==> config.mk <==
export PLATFORM = sky130hd
export DESIGN_NAME = sar_adc_sequencer
export DESIGN_NICKNAME = d
export VERILOG_FILES = /design/src/common/sar_adc_pkg.sv /design/src/hw/sar_adc_sequencer.sv
export SDC_FILE = /design/constraint.sdc
export NUM_CORES = 1
export LEC_CHECK = 0
export BUFFER_PORTS_ARGS = -buffer_cell sky130_fd_sc_hd__buf_2
export CAP_MARGIN = 5
export CORE_UTILIZATION = 40
export CTS_CLUSTER_DIAMETER = 100
export DETAILED_ROUTE_END_ITERATION = 7
export SLEW_MARGIN = 25
export SYNTH_ARGS = -nofsm -noshare
export SYNTH_HDL_FRONTEND = slang
export SYNTH_SLANG_ARGS = --single-unit
==> constraint.sdc <==
create_clock -name CORE_CLK_I -period 3.9 [get_ports CORE_CLK_I]
set_clock_uncertainty 0.1 [all_clocks]
set_input_delay 0.78 -clock CORE_CLK_I [delete_from_list [all_inputs] [get_ports CORE_CLK_I]]
set_output_delay 0.78 -clock CORE_CLK_I [all_outputs]
set_load 0.01 [all_outputs]
==> src/common/sar_adc_pkg.sv <==
// Constants and types shared by the SAR converter sequencer
// Summary of operation
// [RULE_01] Each converter gives 8-bit results from 4 channels into four own slots
// [RULE_02] Fixed single: convert chosen channel once, store in its slot, flag done
// [RULE_03] Fixed continuous: rotate results through four slots, flag every fourth
// [RULE_04] Scan single: convert each selected channel once, flag after the last
// [RULE_05] Scan continuous: after flagging, restart at first selected channel until stopped
// [RULE_06] Dual continuous: alternate two channels into slots 0..3, flag per four
// [RULE_07] Single step: convert next selected channel, flag, then wait for a start
// [RULE_08] Timer overflow starts a conversion; overflows during a conversion are ignored
// [RULE_09] Writing immediate start begins a conversion at once in any mode
// [RULE_10] Either edge of the trigger pin starts; edges during conversion are ignored
// [RULE_11] Dual immediate starts both converters; any later trigger starts both
// [RULE_12] Software sets same mode and channel count on both before dual start
// [RULE_13] After four MSBs, compare against limit nibbles; flag boundary when outside
// [RULE_14] If partial compare was inside, compare the full 8-bit result too
// [RULE_15] Clearing boundary enable suppresses every boundary request
// [RULE_16] In DAC mode, slot 3 writes load the DAC, driven onto channel 3 pin
// [RULE_17] Clock divider ratios 1 to 8; software keeps converter clock in range
// [RULE_18] Completion reported by interrupt request and by a pollable status bit
// [RULE_19] Converter keeps running in idle; its completion request wakes the processor
// [RULE_20] In power-down states the converter does not operate
// [RULE_21] SAR resolves one bit per converter clock, MSB first, by comparator
package sar_adc_pkg;
  localparam int          RES_W        = 8;
  localparam int          CH_NUM       = 4;
  localparam int          SLOT_NUM     = 4;
  localparam logic [2:0]  IDX_CTRL     = 3'h0;
  localparam logic [2:0]  IDX_START    = 3'h1;
  localparam logic [2:0]  IDX_STATUS   = 3'h2;
  localparam logic [2:0]  IDX_LIMIT    = 3'h3;
  localparam logic [2:0]  IDX_SLOT0    = 3'h4;
  localparam logic [2:0]  BLK_COMMON   = 3'h4;
  localparam logic [2:0]  IDX_CLKDIV   = 3'h0;
  localparam int          CTRL_MODE    = 0;
  localparam int          CTRL_EN      = 3;
  localparam int          CTRL_IE_DONE = 4;
  localparam int          CTRL_IE_BND  = 5;
  localparam int          CTRL_DAC     = 6;
  localparam int          CTRL_CHA     = 7;
  localparam int          CTRL_CHB     = 9;
  localparam int          CTRL_MASK    = 11;
  localparam int          START_STOP   = 2;
  localparam int          STAT_DONE    = 0;
  localparam int          STAT_BND     = 1;
  localparam int          STAT_BUSY    = 2;
  localparam int          LIMIT_HI     = 8;
  localparam logic [7:0]  LIMIT_HI_RST = 8'hFF;
  localparam logic [7:0]  LIMIT_LO_RST = 8'h00;
  localparam logic [2:0]  CLKDIV_RST   = 3'h0;
  localparam logic [2:0]  SAR_MSB      = 3'h7;
  localparam logic [2:0]  PARTIAL_BIT  = 3'h4;
  localparam logic [7:0]  SAR_FIRST    = 8'h80;
  localparam logic [1:0]  SLOT_LAST    = 2'h3;
  typedef enum logic [2:0] {
    MODE_FIXED_SINGLE, MODE_FIXED_CONT, MODE_SCAN_SINGLE,
    MODE_SCAN_CONT, MODE_DUAL_CONT, MODE_SINGLE_STEP
  } mode_t;
  typedef enum logic [1:0] {SRC_TIMER, SRC_IMMEDIATE, SRC_EDGE, SRC_DUAL} start_src_t;
  typedef enum logic [1:0] {ST_IDLE, ST_SAMPLE, ST_CONV} conv_state_t;
endpackage : sar_adc_pkg

==> src/hw/sar_adc_sequencer.sv <==
// Sequencer, SAR logic and APB register file for the multiplexed converters
`timescale 1ns/1ps
module sar_adc_sequencer #(
  parameter int N = 2
) (
  input  wire logic           CORE_CLK_I,
  input  wire logic           RST_B_I,
  input  wire logic           CE_I,
  input  wire logic           PSEL_I,
  input  wire logic           PENABLE_I,
  input  wire logic           PWRITE_I,
  input  wire logic [7:0]     PADDR_I,
  input  wire logic [31:0]    PWDATA_I,
  output logic      [31:0]    PRDATA_O,
  output logic                PREADY_O,
  output logic                PSLVERR_O,
  input  wire logic           TIMER0_OVF_I,
  input  wire logic           EDGE_TRIGGER_PIN_I,
  input  wire logic           POWER_DOWN_I,
  input  wire logic [N-1:0]   COMP_I,
  output logic      [2*N-1:0] CH_SEL_O,
  output logic      [N-1:0]   SAMPLE_O,
  output logic      [8*N-1:0] DAC_CODE_O,
  output logic      [N-1:0]   DAC_PIN_EN_O,
  output logic      [N-1:0]   IRQ_DONE_O,
  output logic      [N-1:0]   IRQ_BOUND_O,
  output logic                WAKE_O
);
  import sar_adc_pkg::*;

  typedef struct packed {
    logic                        pready;
    logic                        pslverr;
    logic [31:0]                 prdata;
    logic [2:0]                  clkdiv;
    logic [2:0]                  div_cnt;
    logic                        pin_prev;
    logic                        wake;
    mode_t       [N-1:0]         mode;
    start_src_t  [N-1:0]         src;
    conv_state_t [N-1:0]         st;
    logic [N-1:0]                en;
    logic [N-1:0]                ie_done;
    logic [N-1:0]                ie_bnd;
    logic [N-1:0]                dacm;
    logic [N-1:0][1:0]           cha;
    logic [N-1:0][1:0]           chb;
    logic [N-1:0][3:0]           mask;
    logic [N-1:0][7:0]           lim_hi;
    logic [N-1:0][7:0]           lim_lo;
    logic [N-1:0]                stop;
    logic [N-1:0]                pend;
    logic [N-1:0]                dflag;
    logic [N-1:0]                bflag;
    logic [N-1:0]                bhit;
    logic [N-1:0][1:0]           ch;
    logic [N-1:0][1:0]           chs;
    logic [N-1:0][1:0]           ptr;
    logic [N-1:0][1:0]           rot;
    logic [N-1:0][2:0]           bitn;
    logic [N-1:0][7:0]           sar;
    logic [N-1:0][SLOT_NUM-1:0][7:0] slot;
    logic [N-1:0]                sample;
    logic [N-1:0][7:0]           dac;
    logic [N-1:0]                dac_en;
    logic [N-1:0]                irq_d;
    logic [N-1:0]                irq_b;
  } state_t;

  state_t q;
  state_t next_q;

  // First selected channel at or after the given one, wrapping round
  function automatic logic [1:0] next_sel(input logic [3:0] m, input logic [1:0] from);
    logic [1:0] k;
    next_sel = from;
    for (int i = 3; i >= 0; i--) begin
      k = from + 2'(i);
      if (m[k]) begin
        next_sel = k;
      end
    end
  endfunction : next_sel

  // True when no selected channel lies above the given one
  function automatic logic last_sel(input logic [3:0] m, input logic [1:0] c);
    last_sel = ((m >> c) >> 1) == 4'h0;
  endfunction : last_sel

  // Limit check on the top nibble or the whole result
  function automatic logic outside(input logic [7:0] v, input logic [7:0] hi,
                                   input logic [7:0] lo, input logic nib);
    if (nib) begin
      outside = (v[7:4] > hi[7:4]) || (v[7:4] < lo[7:4]);
    end else begin
      outside = (v > hi) || (v < lo);
    end
  endfunction : outside

  always_comb begin
    logic          acc;
    logic          wr;
    logic [2:0]    blk;
    logic [2:0]    idx;
    logic          tick;
    logic          edge_ev;
    logic [N-1:0]  raw;
    logic          dual;
    logic          go;
    logic [31:0]   rd;
    logic          mapped;
    logic [7:0]    r;
    logic [1:0]    nch;
    logic [1:0]    sl;
    logic          fin;
    logic          cont;
    next_q  = q;
    acc     = PSEL_I & PENABLE_I & q.pready;
    wr      = acc & PWRITE_I;
    blk     = PADDR_I[7:5];
    idx     = PADDR_I[4:2];
    edge_ev = EDGE_TRIGGER_PIN_I ^ q.pin_prev;
    next_q.pin_prev = EDGE_TRIGGER_PIN_I;
    tick    = (q.div_cnt == q.clkdiv);
    next_q.div_cnt = tick ? 3'h0 : q.div_cnt + 3'h1;                    // [RULE_17]
    rd      = 32'h0000_0000;
    mapped  = 1'b0;
    raw     = '0;
    go      = 1'b0;
    dual    = 1'b0;
    r       = 8'h00;
    nch     = 2'h0;
    sl      = 2'h0;
    fin     = 1'b0;
    cont    = 1'b0;

    // Register read decode
    if (blk == BLK_COMMON && idx == IDX_CLKDIV) begin
      mapped = 1'b1;
      rd     = {29'h0, q.clkdiv};
    end
    for (int c = 0; c < N; c++) begin
      if (blk == 3'(c)) begin
        mapped = 1'b1;
        if (idx == IDX_CTRL) begin
          rd = {17'h0, q.mask[c], q.chb[c], q.cha[c], q.dacm[c], q.ie_bnd[c],
                q.ie_done[c], q.en[c], q.mode[c]};
        end else if (idx == IDX_START) begin
          rd = {29'h0, q.stop[c], q.src[c]};
        end else if (idx == IDX_STATUS) begin
          rd = {29'h0, q.st[c] != ST_IDLE, q.bflag[c], q.dflag[c]};          // [RULE_18]
        end else if (idx == IDX_LIMIT) begin
          rd = {16'h0, q.lim_hi[c], q.lim_lo[c]};
        end else if (idx >= IDX_SLOT0) begin
          rd = {24'h0, q.slot[c][idx[1:0]]};
        end else begin
          mapped = 1'b0;
        end
      end
    end

    // APB answer: one wait state, data and error registered
    next_q.pready = PSEL_I & PENABLE_I & ~q.pready;
    if (PSEL_I & PENABLE_I & ~q.pready) begin
      next_q.prdata  = PWRITE_I ? 32'h0000_0000 : rd;
      next_q.pslverr = ~mapped;
    end else begin
      next_q.pslverr = 1'b0;
    end
    if (wr && blk == BLK_COMMON && idx == IDX_CLKDIV) begin
      next_q.clkdiv = PWDATA_I[2:0];                                        // [RULE_17]
    end

    // Start sources
    for (int c = 0; c < N; c++) begin
      raw[c] = (q.src[c] == SRC_TIMER && TIMER0_OVF_I)                      // [RULE_08]
             | (q.src[c] == SRC_EDGE && edge_ev)                            // [RULE_10]
             | (wr && blk == 3'(c) && idx == IDX_START &&
                (PWDATA_I[1:0] == SRC_IMMEDIATE || PWDATA_I[1:0] == SRC_DUAL)); // [RULE_09]
      dual = dual | (q.src[c] == SRC_DUAL)
           | (wr && blk == 3'(c) && idx == IDX_START && PWDATA_I[1:0] == SRC_DUAL); // [RULE_11]
    end

    for (int c = 0; c < N; c++) begin
      go = dual ? |raw : raw[c];                                            // [RULE_11]
      // Register writes
      if (wr && blk == 3'(c)) begin
        if (idx == IDX_CTRL) begin
          next_q.mode[c]    = mode_t'(PWDATA_I[CTRL_MODE +: 3]);
          next_q.en[c]      = PWDATA_I[CTRL_EN];
          next_q.ie_done[c] = PWDATA_I[CTRL_IE_DONE];
          next_q.ie_bnd[c]  = PWDATA_I[CTRL_IE_BND];
          next_q.dacm[c]    = PWDATA_I[CTRL_DAC];
          next_q.cha[c]     = PWDATA_I[CTRL_CHA +: 2];
          next_q.chb[c]     = PWDATA_I[CTRL_CHB +: 2];
          next_q.mask[c]    = PWDATA_I[CTRL_MASK +: 4];
        end else if (idx == IDX_START) begin
          next_q.src[c] = start_src_t'(PWDATA_I[1:0]);
          if (PWDATA_I[START_STOP]) begin
            next_q.stop[c] = 1'b1;
          end
        end else if (idx == IDX_STATUS) begin
          if (PWDATA_I[STAT_DONE]) begin
            next_q.dflag[c] = 1'b0;
          end
          if (PWDATA_I[STAT_BND]) begin
            next_q.bflag[c] = 1'b0;
          end
        end else if (idx == IDX_LIMIT) begin
          next_q.lim_lo[c] = PWDATA_I[7:0];
          next_q.lim_hi[c] = PWDATA_I[LIMIT_HI +: 8];
        end else if (idx >= IDX_SLOT0) begin
          next_q.slot[c][idx[1:0]] = PWDATA_I[7:0];                         // [RULE_16]
        end
      end

      // Triggers are only caught while idle, so repeats mid-conversion vanish
      if (go && q.st[c] == ST_IDLE && q.en[c]) begin
        next_q.pend[c] = 1'b1;                                              // [RULE_08] [RULE_10]
      end

      if (!q.en[c]) begin
        next_q.st[c]   = ST_IDLE;
        next_q.pend[c] = 1'b0;
        next_q.stop[c] = 1'b0;
      end else if (tick && !POWER_DOWN_I) begin                             // [RULE_19] [RULE_20]
        unique case (q.st[c])
          ST_IDLE: begin
            if (q.pend[c]) begin
              next_q.pend[c] = 1'b0;
              next_q.rot[c]  = 2'h0;
              next_q.stop[c] = 1'b0;
              next_q.st[c]   = ST_SAMPLE;
              unique case (q.mode[c])
                MODE_SCAN_SINGLE, MODE_SCAN_CONT: next_q.ch[c] = next_sel(q.mask[c], 2'h0);
                MODE_SINGLE_STEP: next_q.ch[c] = next_sel(q.mask[c], q.ptr[c]);  // [RULE_07]
                default:          next_q.ch[c] = q.cha[c];
              endcase
            end
          end
          ST_SAMPLE: begin
            next_q.st[c]   = ST_CONV;
            next_q.bitn[c] = SAR_MSB;
            next_q.sar[c]  = SAR_FIRST;                                     // [RULE_21]
            next_q.bhit[c] = 1'b0;
          end
          ST_CONV: begin
            r = q.sar[c];
            if (!COMP_I[c]) begin
              r[q.bitn[c]] = 1'b0;                                          // [RULE_21]
            end
            if (q.bitn[c] != 3'h0) begin
              r[q.bitn[c] - 3'h1] = 1'b1;
            end
            next_q.sar[c] = r;
            if (q.bitn[c] == PARTIAL_BIT && outside(r, q.lim_hi[c], q.lim_lo[c], 1'b1)) begin
              next_q.bflag[c] = 1'b1;                                       // [RULE_13]
              next_q.bhit[c]  = 1'b1;
            end
            if (q.bitn[c] != 3'h0) begin
              next_q.bitn[c] = q.bitn[c] - 3'h1;
            end else begin
              if (!q.bhit[c] && outside(r, q.lim_hi[c], q.lim_lo[c], 1'b0)) begin
                next_q.bflag[c] = 1'b1;                                     // [RULE_14]
              end
              nch  = q.ch[c];
              sl   = q.ch[c];
              fin  = 1'b1;
              cont = 1'b0;
              unique case (q.mode[c])
                MODE_FIXED_CONT: begin
                  sl   = q.rot[c];                                          // [RULE_03]
                  fin  = q.rot[c] == SLOT_LAST;
                  cont = 1'b1;
                end
                MODE_SCAN_SINGLE: begin
                  fin  = last_sel(q.mask[c], q.ch[c]);                      // [RULE_04]
                  cont = ~fin;
                  nch  = next_sel(q.mask[c], q.ch[c] + 2'h1);
                end
                MODE_SCAN_CONT: begin
                  fin  = last_sel(q.mask[c], q.ch[c]);                      // [RULE_05]
                  cont = 1'b1;
                  nch  = next_sel(q.mask[c], q.ch[c] + 2'h1);
                end
                MODE_DUAL_CONT: begin
                  sl   = q.rot[c];                                          // [RULE_06]
                  fin  = q.rot[c] == SLOT_LAST;
                  cont = 1'b1;
                  nch  = q.rot[c][0] ? q.cha[c] : q.chb[c];
                end
                MODE_SINGLE_STEP: begin
                  next_q.ptr[c] = next_sel(q.mask[c], q.ch[c] + 2'h1);      // [RULE_07]
                end
                default: begin
                  fin = 1'b1;                                               // [RULE_02]
                end
              endcase
              next_q.slot[c][sl] = r;                                       // [RULE_01]
              next_q.rot[c]      = q.rot[c] + 2'h1;
              if (fin) begin
                next_q.dflag[c] = 1'b1;                                     // [RULE_18]
              end
              if (cont && !q.stop[c] && !next_q.stop[c]) begin
                next_q.st[c] = ST_SAMPLE;
                next_q.ch[c] = nch;
              end else begin
                next_q.st[c]   = ST_IDLE;
                next_q.stop[c] = 1'b0;
              end
            end
          end
        endcase
      end

      // Registered outputs
      next_q.sample[c] = next_q.st[c] == ST_SAMPLE;
      next_q.dac_en[c] = next_q.dacm[c] && next_q.st[c] == ST_IDLE;       // [RULE_16]
      next_q.chs[c]    = next_q.dac_en[c] ? SLOT_LAST : next_q.ch[c];
      next_q.dac[c]    = next_q.dac_en[c] ? next_q.slot[c][SLOT_LAST] : next_q.sar[c];
      next_q.irq_d[c]  = next_q.dflag[c] & next_q.ie_done[c];               // [RULE_18]
      next_q.irq_b[c]  = next_q.bflag[c] & next_q.ie_bnd[c];                // [RULE_15]
    end
    next_q.wake = |next_q.irq_d;                                            // [RULE_19]
  end

  always_ff @(posedge CORE_CLK_I or negedge RST_B_I) begin
    if (!RST_B_I) begin
      q        <= '0;
      q.clkdiv <= CLKDIV_RST;
      for (int c = 0; c < N; c++) begin
        q.lim_hi[c] <= LIMIT_HI_RST;
        q.lim_lo[c] <= LIMIT_LO_RST;
      end
    end else if (CE_I) begin
      q <= next_q;
    end
  end

  always_comb begin
    for (int c = 0; c < N; c++) begin
      CH_SEL_O[2*c +: 2]   = q.chs[c];
      DAC_CODE_O[8*c +: 8] = q.dac[c];
    end
  end

  assign PRDATA_O     = q.prdata;
  assign PREADY_O     = q.pready;
  assign PSLVERR_O    = q.pslverr;
  assign SAMPLE_O     = q.sample;
  assign DAC_PIN_EN_O = q.dac_en;
  assign IRQ_DONE_O   = q.irq_d;
  assign IRQ_BOUND_O  = q.irq_b;
  assign WAKE_O       = q.wake;
endmodule : sar_adc_sequencer

==> impl_results.md <==
- Status: completed
- Layout cells sized above 1: 0.187
- GRT Overall Usage: 0.254
- Synthesized flop and latch total: 232
- Min cycle time layout: 3640 ps
- Final period utilization: 0.934
- IO buf count: 79
- Hold slack: 173 ps
- Average size of a mapped cell: 9.30 um2
- Startpoint Class: flop
- Max-cap viol count: 0
- Flop pwr share: 0.428
- Category of the most critical setup path: flop to flop
- Power Dens Cells: 361 mW/mm2
- DR iter-0 viols: 1215
- RSZ-0062 raised after global routing: no
- Routed via count: 13.0k
- Req. time, crit path: 4190 ps
- Drt pass-1 iters: 5
- Clock network fraction of total power: 0.446
- Switching Fraction: 0.272
- Effective utilization at floorplan: 0.407
- Critical path arrival: 3940 ps
- Layout area overhead: 10.8%
- Internal: 4.35 mW
- Fmax: 274 MHz
- Number of antenna violations at the first check in global routing: 2
- Worst-path clk slew: 60 ps
- Number of synthesized flops with an enable pin: 0
- Layout Cells excl Fill: 2116
- Post-Syn Area: 0.0149 mm2
- Most common cell after layout, fill and taps aside: dfrtp_1
- # IOs: 114
- Fin util: 0.451
- Crit path capture type: flop
- Worst hold path type: primary input to async pin
- Yosys cell types: 90
- Routed length per placed instance: 23.1 um
- Final wirelength: 48.8 mm
- Vias in the first global route: 12.6k
- Total gr overflow: 0
- Drt via density: 6.14
- Hold buffer count at CTS: 0
- Clock Latency Late Sink: 540 ps
- Fin. max-slew vios: 0
- Row Count: 70
- DIE WIDTH: 195 um
- Layout fillers: 3526
- TritonCTS buffer count: 26
- Asr flop ratio synth: 1.00
- Most frequent cells in the layout: dfrtp_1, nand2_1, o21ai_0
- Relative slew slack: 0.344
- CTS Buffer Depth: 3
- Postcts setup bufs: 0
- # H-tree levels: 1
- Worst-path fanout max: 9
- Largest net degree at the start of global routing: 133
- Final setup TNS: 0 ps
- Mapped Cells: 1605
- Sink Count: 232
- Ys flop type: dfrtp_1
- Static Leak: 7.05 nW
- First-pass GRT wire length: 75.0 mm
- Register area share after synthesis: 0.390
- Combinational power share: 0.127
- Worst Max-Slew Pin Slew: 985 ps
- # resized after CTS: 0
- Placed Cells: 2067
- Post-route ant nets: 0
- Core Region: 0.0367 mm2
- Gpl congestion: 0.919
- Die Area: 0.0381 mm2
- Final hold vios: 0
- Final net count: 1725
- NetSw: 1.63 mW
- Synth Warn #: 0
- Root buf cell: clkbuf_16
- VDD IR max: 0.000262 V
- Die Y: 195 um
- DRC Markers: 0
- DPL Wire Length: 35.1 mm
- CTS tree: yes
- Final setup fails: 0
-- cell families (layout without fill, tap and decap cells) --
kind of cell,Yosys count,in the layout,share of synthesized area
mux,100,100,0.0858
simple gates,380,380,0.128
other cells,1,17,0.000251
flops,232,232,0.390
compound gates,562,562,0.264
fa+ha+maj,47,47,0.0394
buf+inv,273,300,0.0858
xor+xnor,10,10,0.00587
-- flip-flops by register name (all words and copies together) (netlist names) --
name,flops
DAC_CODE_O,16
PSLVERR_O,1
SAMPLE_O,2
WAKE_O,1
IRQ_BOUND_O,2
CH_SEL_O,4
IRQ_DONE_O,2
DAC_PIN_EN_O,2
q,185
PRDATA_O,16
PREADY_O,1
-- synth_stat cells, drive strengths merged (15+ instances only) --
library cell | number | share of area
mux2i | 29 | 0.019
o21ai | 118 | 0.040
nand2 | 131 | 0.033
buf | 83 | 0.038
o211ai | 26 | 0.013
mux4 | 17 | 0.026
a21oi | 102 | 0.035
o221ai | 18 | 0.011
mux2 | 54 | 0.041
a22oi | 39 | 0.020
inv | 110 | 0.028
nor3 | 20 | 0.0097
nor2b | 25 | 0.010
o22ai | 29 | 0.012
dfstp | 16 | 0.028
ha | 47 | 0.039
o22a | 38 | 0.022
nand2b | 15 | 0.0063
nand3 | 33 | 0.011
clkbuf | 76 | 0.019
nor2 | 84 | 0.021
dfrtp | 216 | 0.36
a22o | 17 | 0.010
-- final timing paths --
kind / from / end / slack (ps) / depth (start not counted)
min in group CORE_CLK_I: IRQ_DONE_O[1]$_DFFE_PN0P_ / IRQ_DONE_O[1]$_DFFE_PN0P_ / 390 / 2
max: q[104]$_DFFE_PN0P_ / IRQ_BOUND_O[0]$_DFFE_PN0P_ / 260 / 12
max in group asynchronous: RST_B_I / q[187]$_DFFE_PN0P_ / 2670 / 2
min: RST_B_I / q[116]$_DFFE_PN0P_ / 170 / 1
min reg2reg: IRQ_DONE_O[1]$_DFFE_PN0P_ / IRQ_DONE_O[1]$_DFFE_PN0P_ / 390 / 2
max reg2reg: q[104]$_DFFE_PN0P_ / IRQ_BOUND_O[0]$_DFFE_PN0P_ / 260 / 12
-- power by group through the flow --
stage	Combinational [mW]	Sequential, mW	Clock, mW
after floorplan	0.476	2.57	0
after global placement	0.737	2.59	0
after detailed placement	0.745	2.60	0
after CTS	0.754	2.55	2.70
after global routing	0.823	2.56	2.80
final	0.756	2.56	2.66
-- worst max-delay path, stage by stage (launching register included) --
cell	delay [ps]
dfrtp_1	490
clkinv_1	140
ha_1	430
nor2b_1	290
a31oi_1	130
o21ai_1	230
ha_1	290
and3_1	240
a221o_1	350
a22oi_1	260
o211ai_1	130
o211ai_1	290
a31oi_1	130
-- per-layer routing --
metal  vias up  wire length, um  GRT usage
met2       494            21500      0.384
li1       5935                -          -
met5         -               23          0
met4         4             1910      0.103
met1      6460            21900      0.356
met3       104             3520     0.0497
-- area by class of cell --
class,count,area [um2],area share
multi-input combinational,1115,7890,0.477
sequential,232,5830,0.352
timing repair buffer,138,901,0.0545
clock buffer,36,749,0.0453
tap,468,586,0.0354
inverter,114,428,0.0259
clock inverter,12,163,0.00983
antenna,1,2.50,0.000151
-- stage by stage --
step	power, mW	cell area [um2]	setup WS, ps
2_1_floorplan	3.05	15000	320
6_report	5.97	16500	256
4_1_cts	6.01	16500	373
3_5_place_dp	3.34	15600	353
3_3_place_gp	3.33	15600	358
5_1_grt	6.19	16500	34.6
Power figures use the tool's default switching activity.
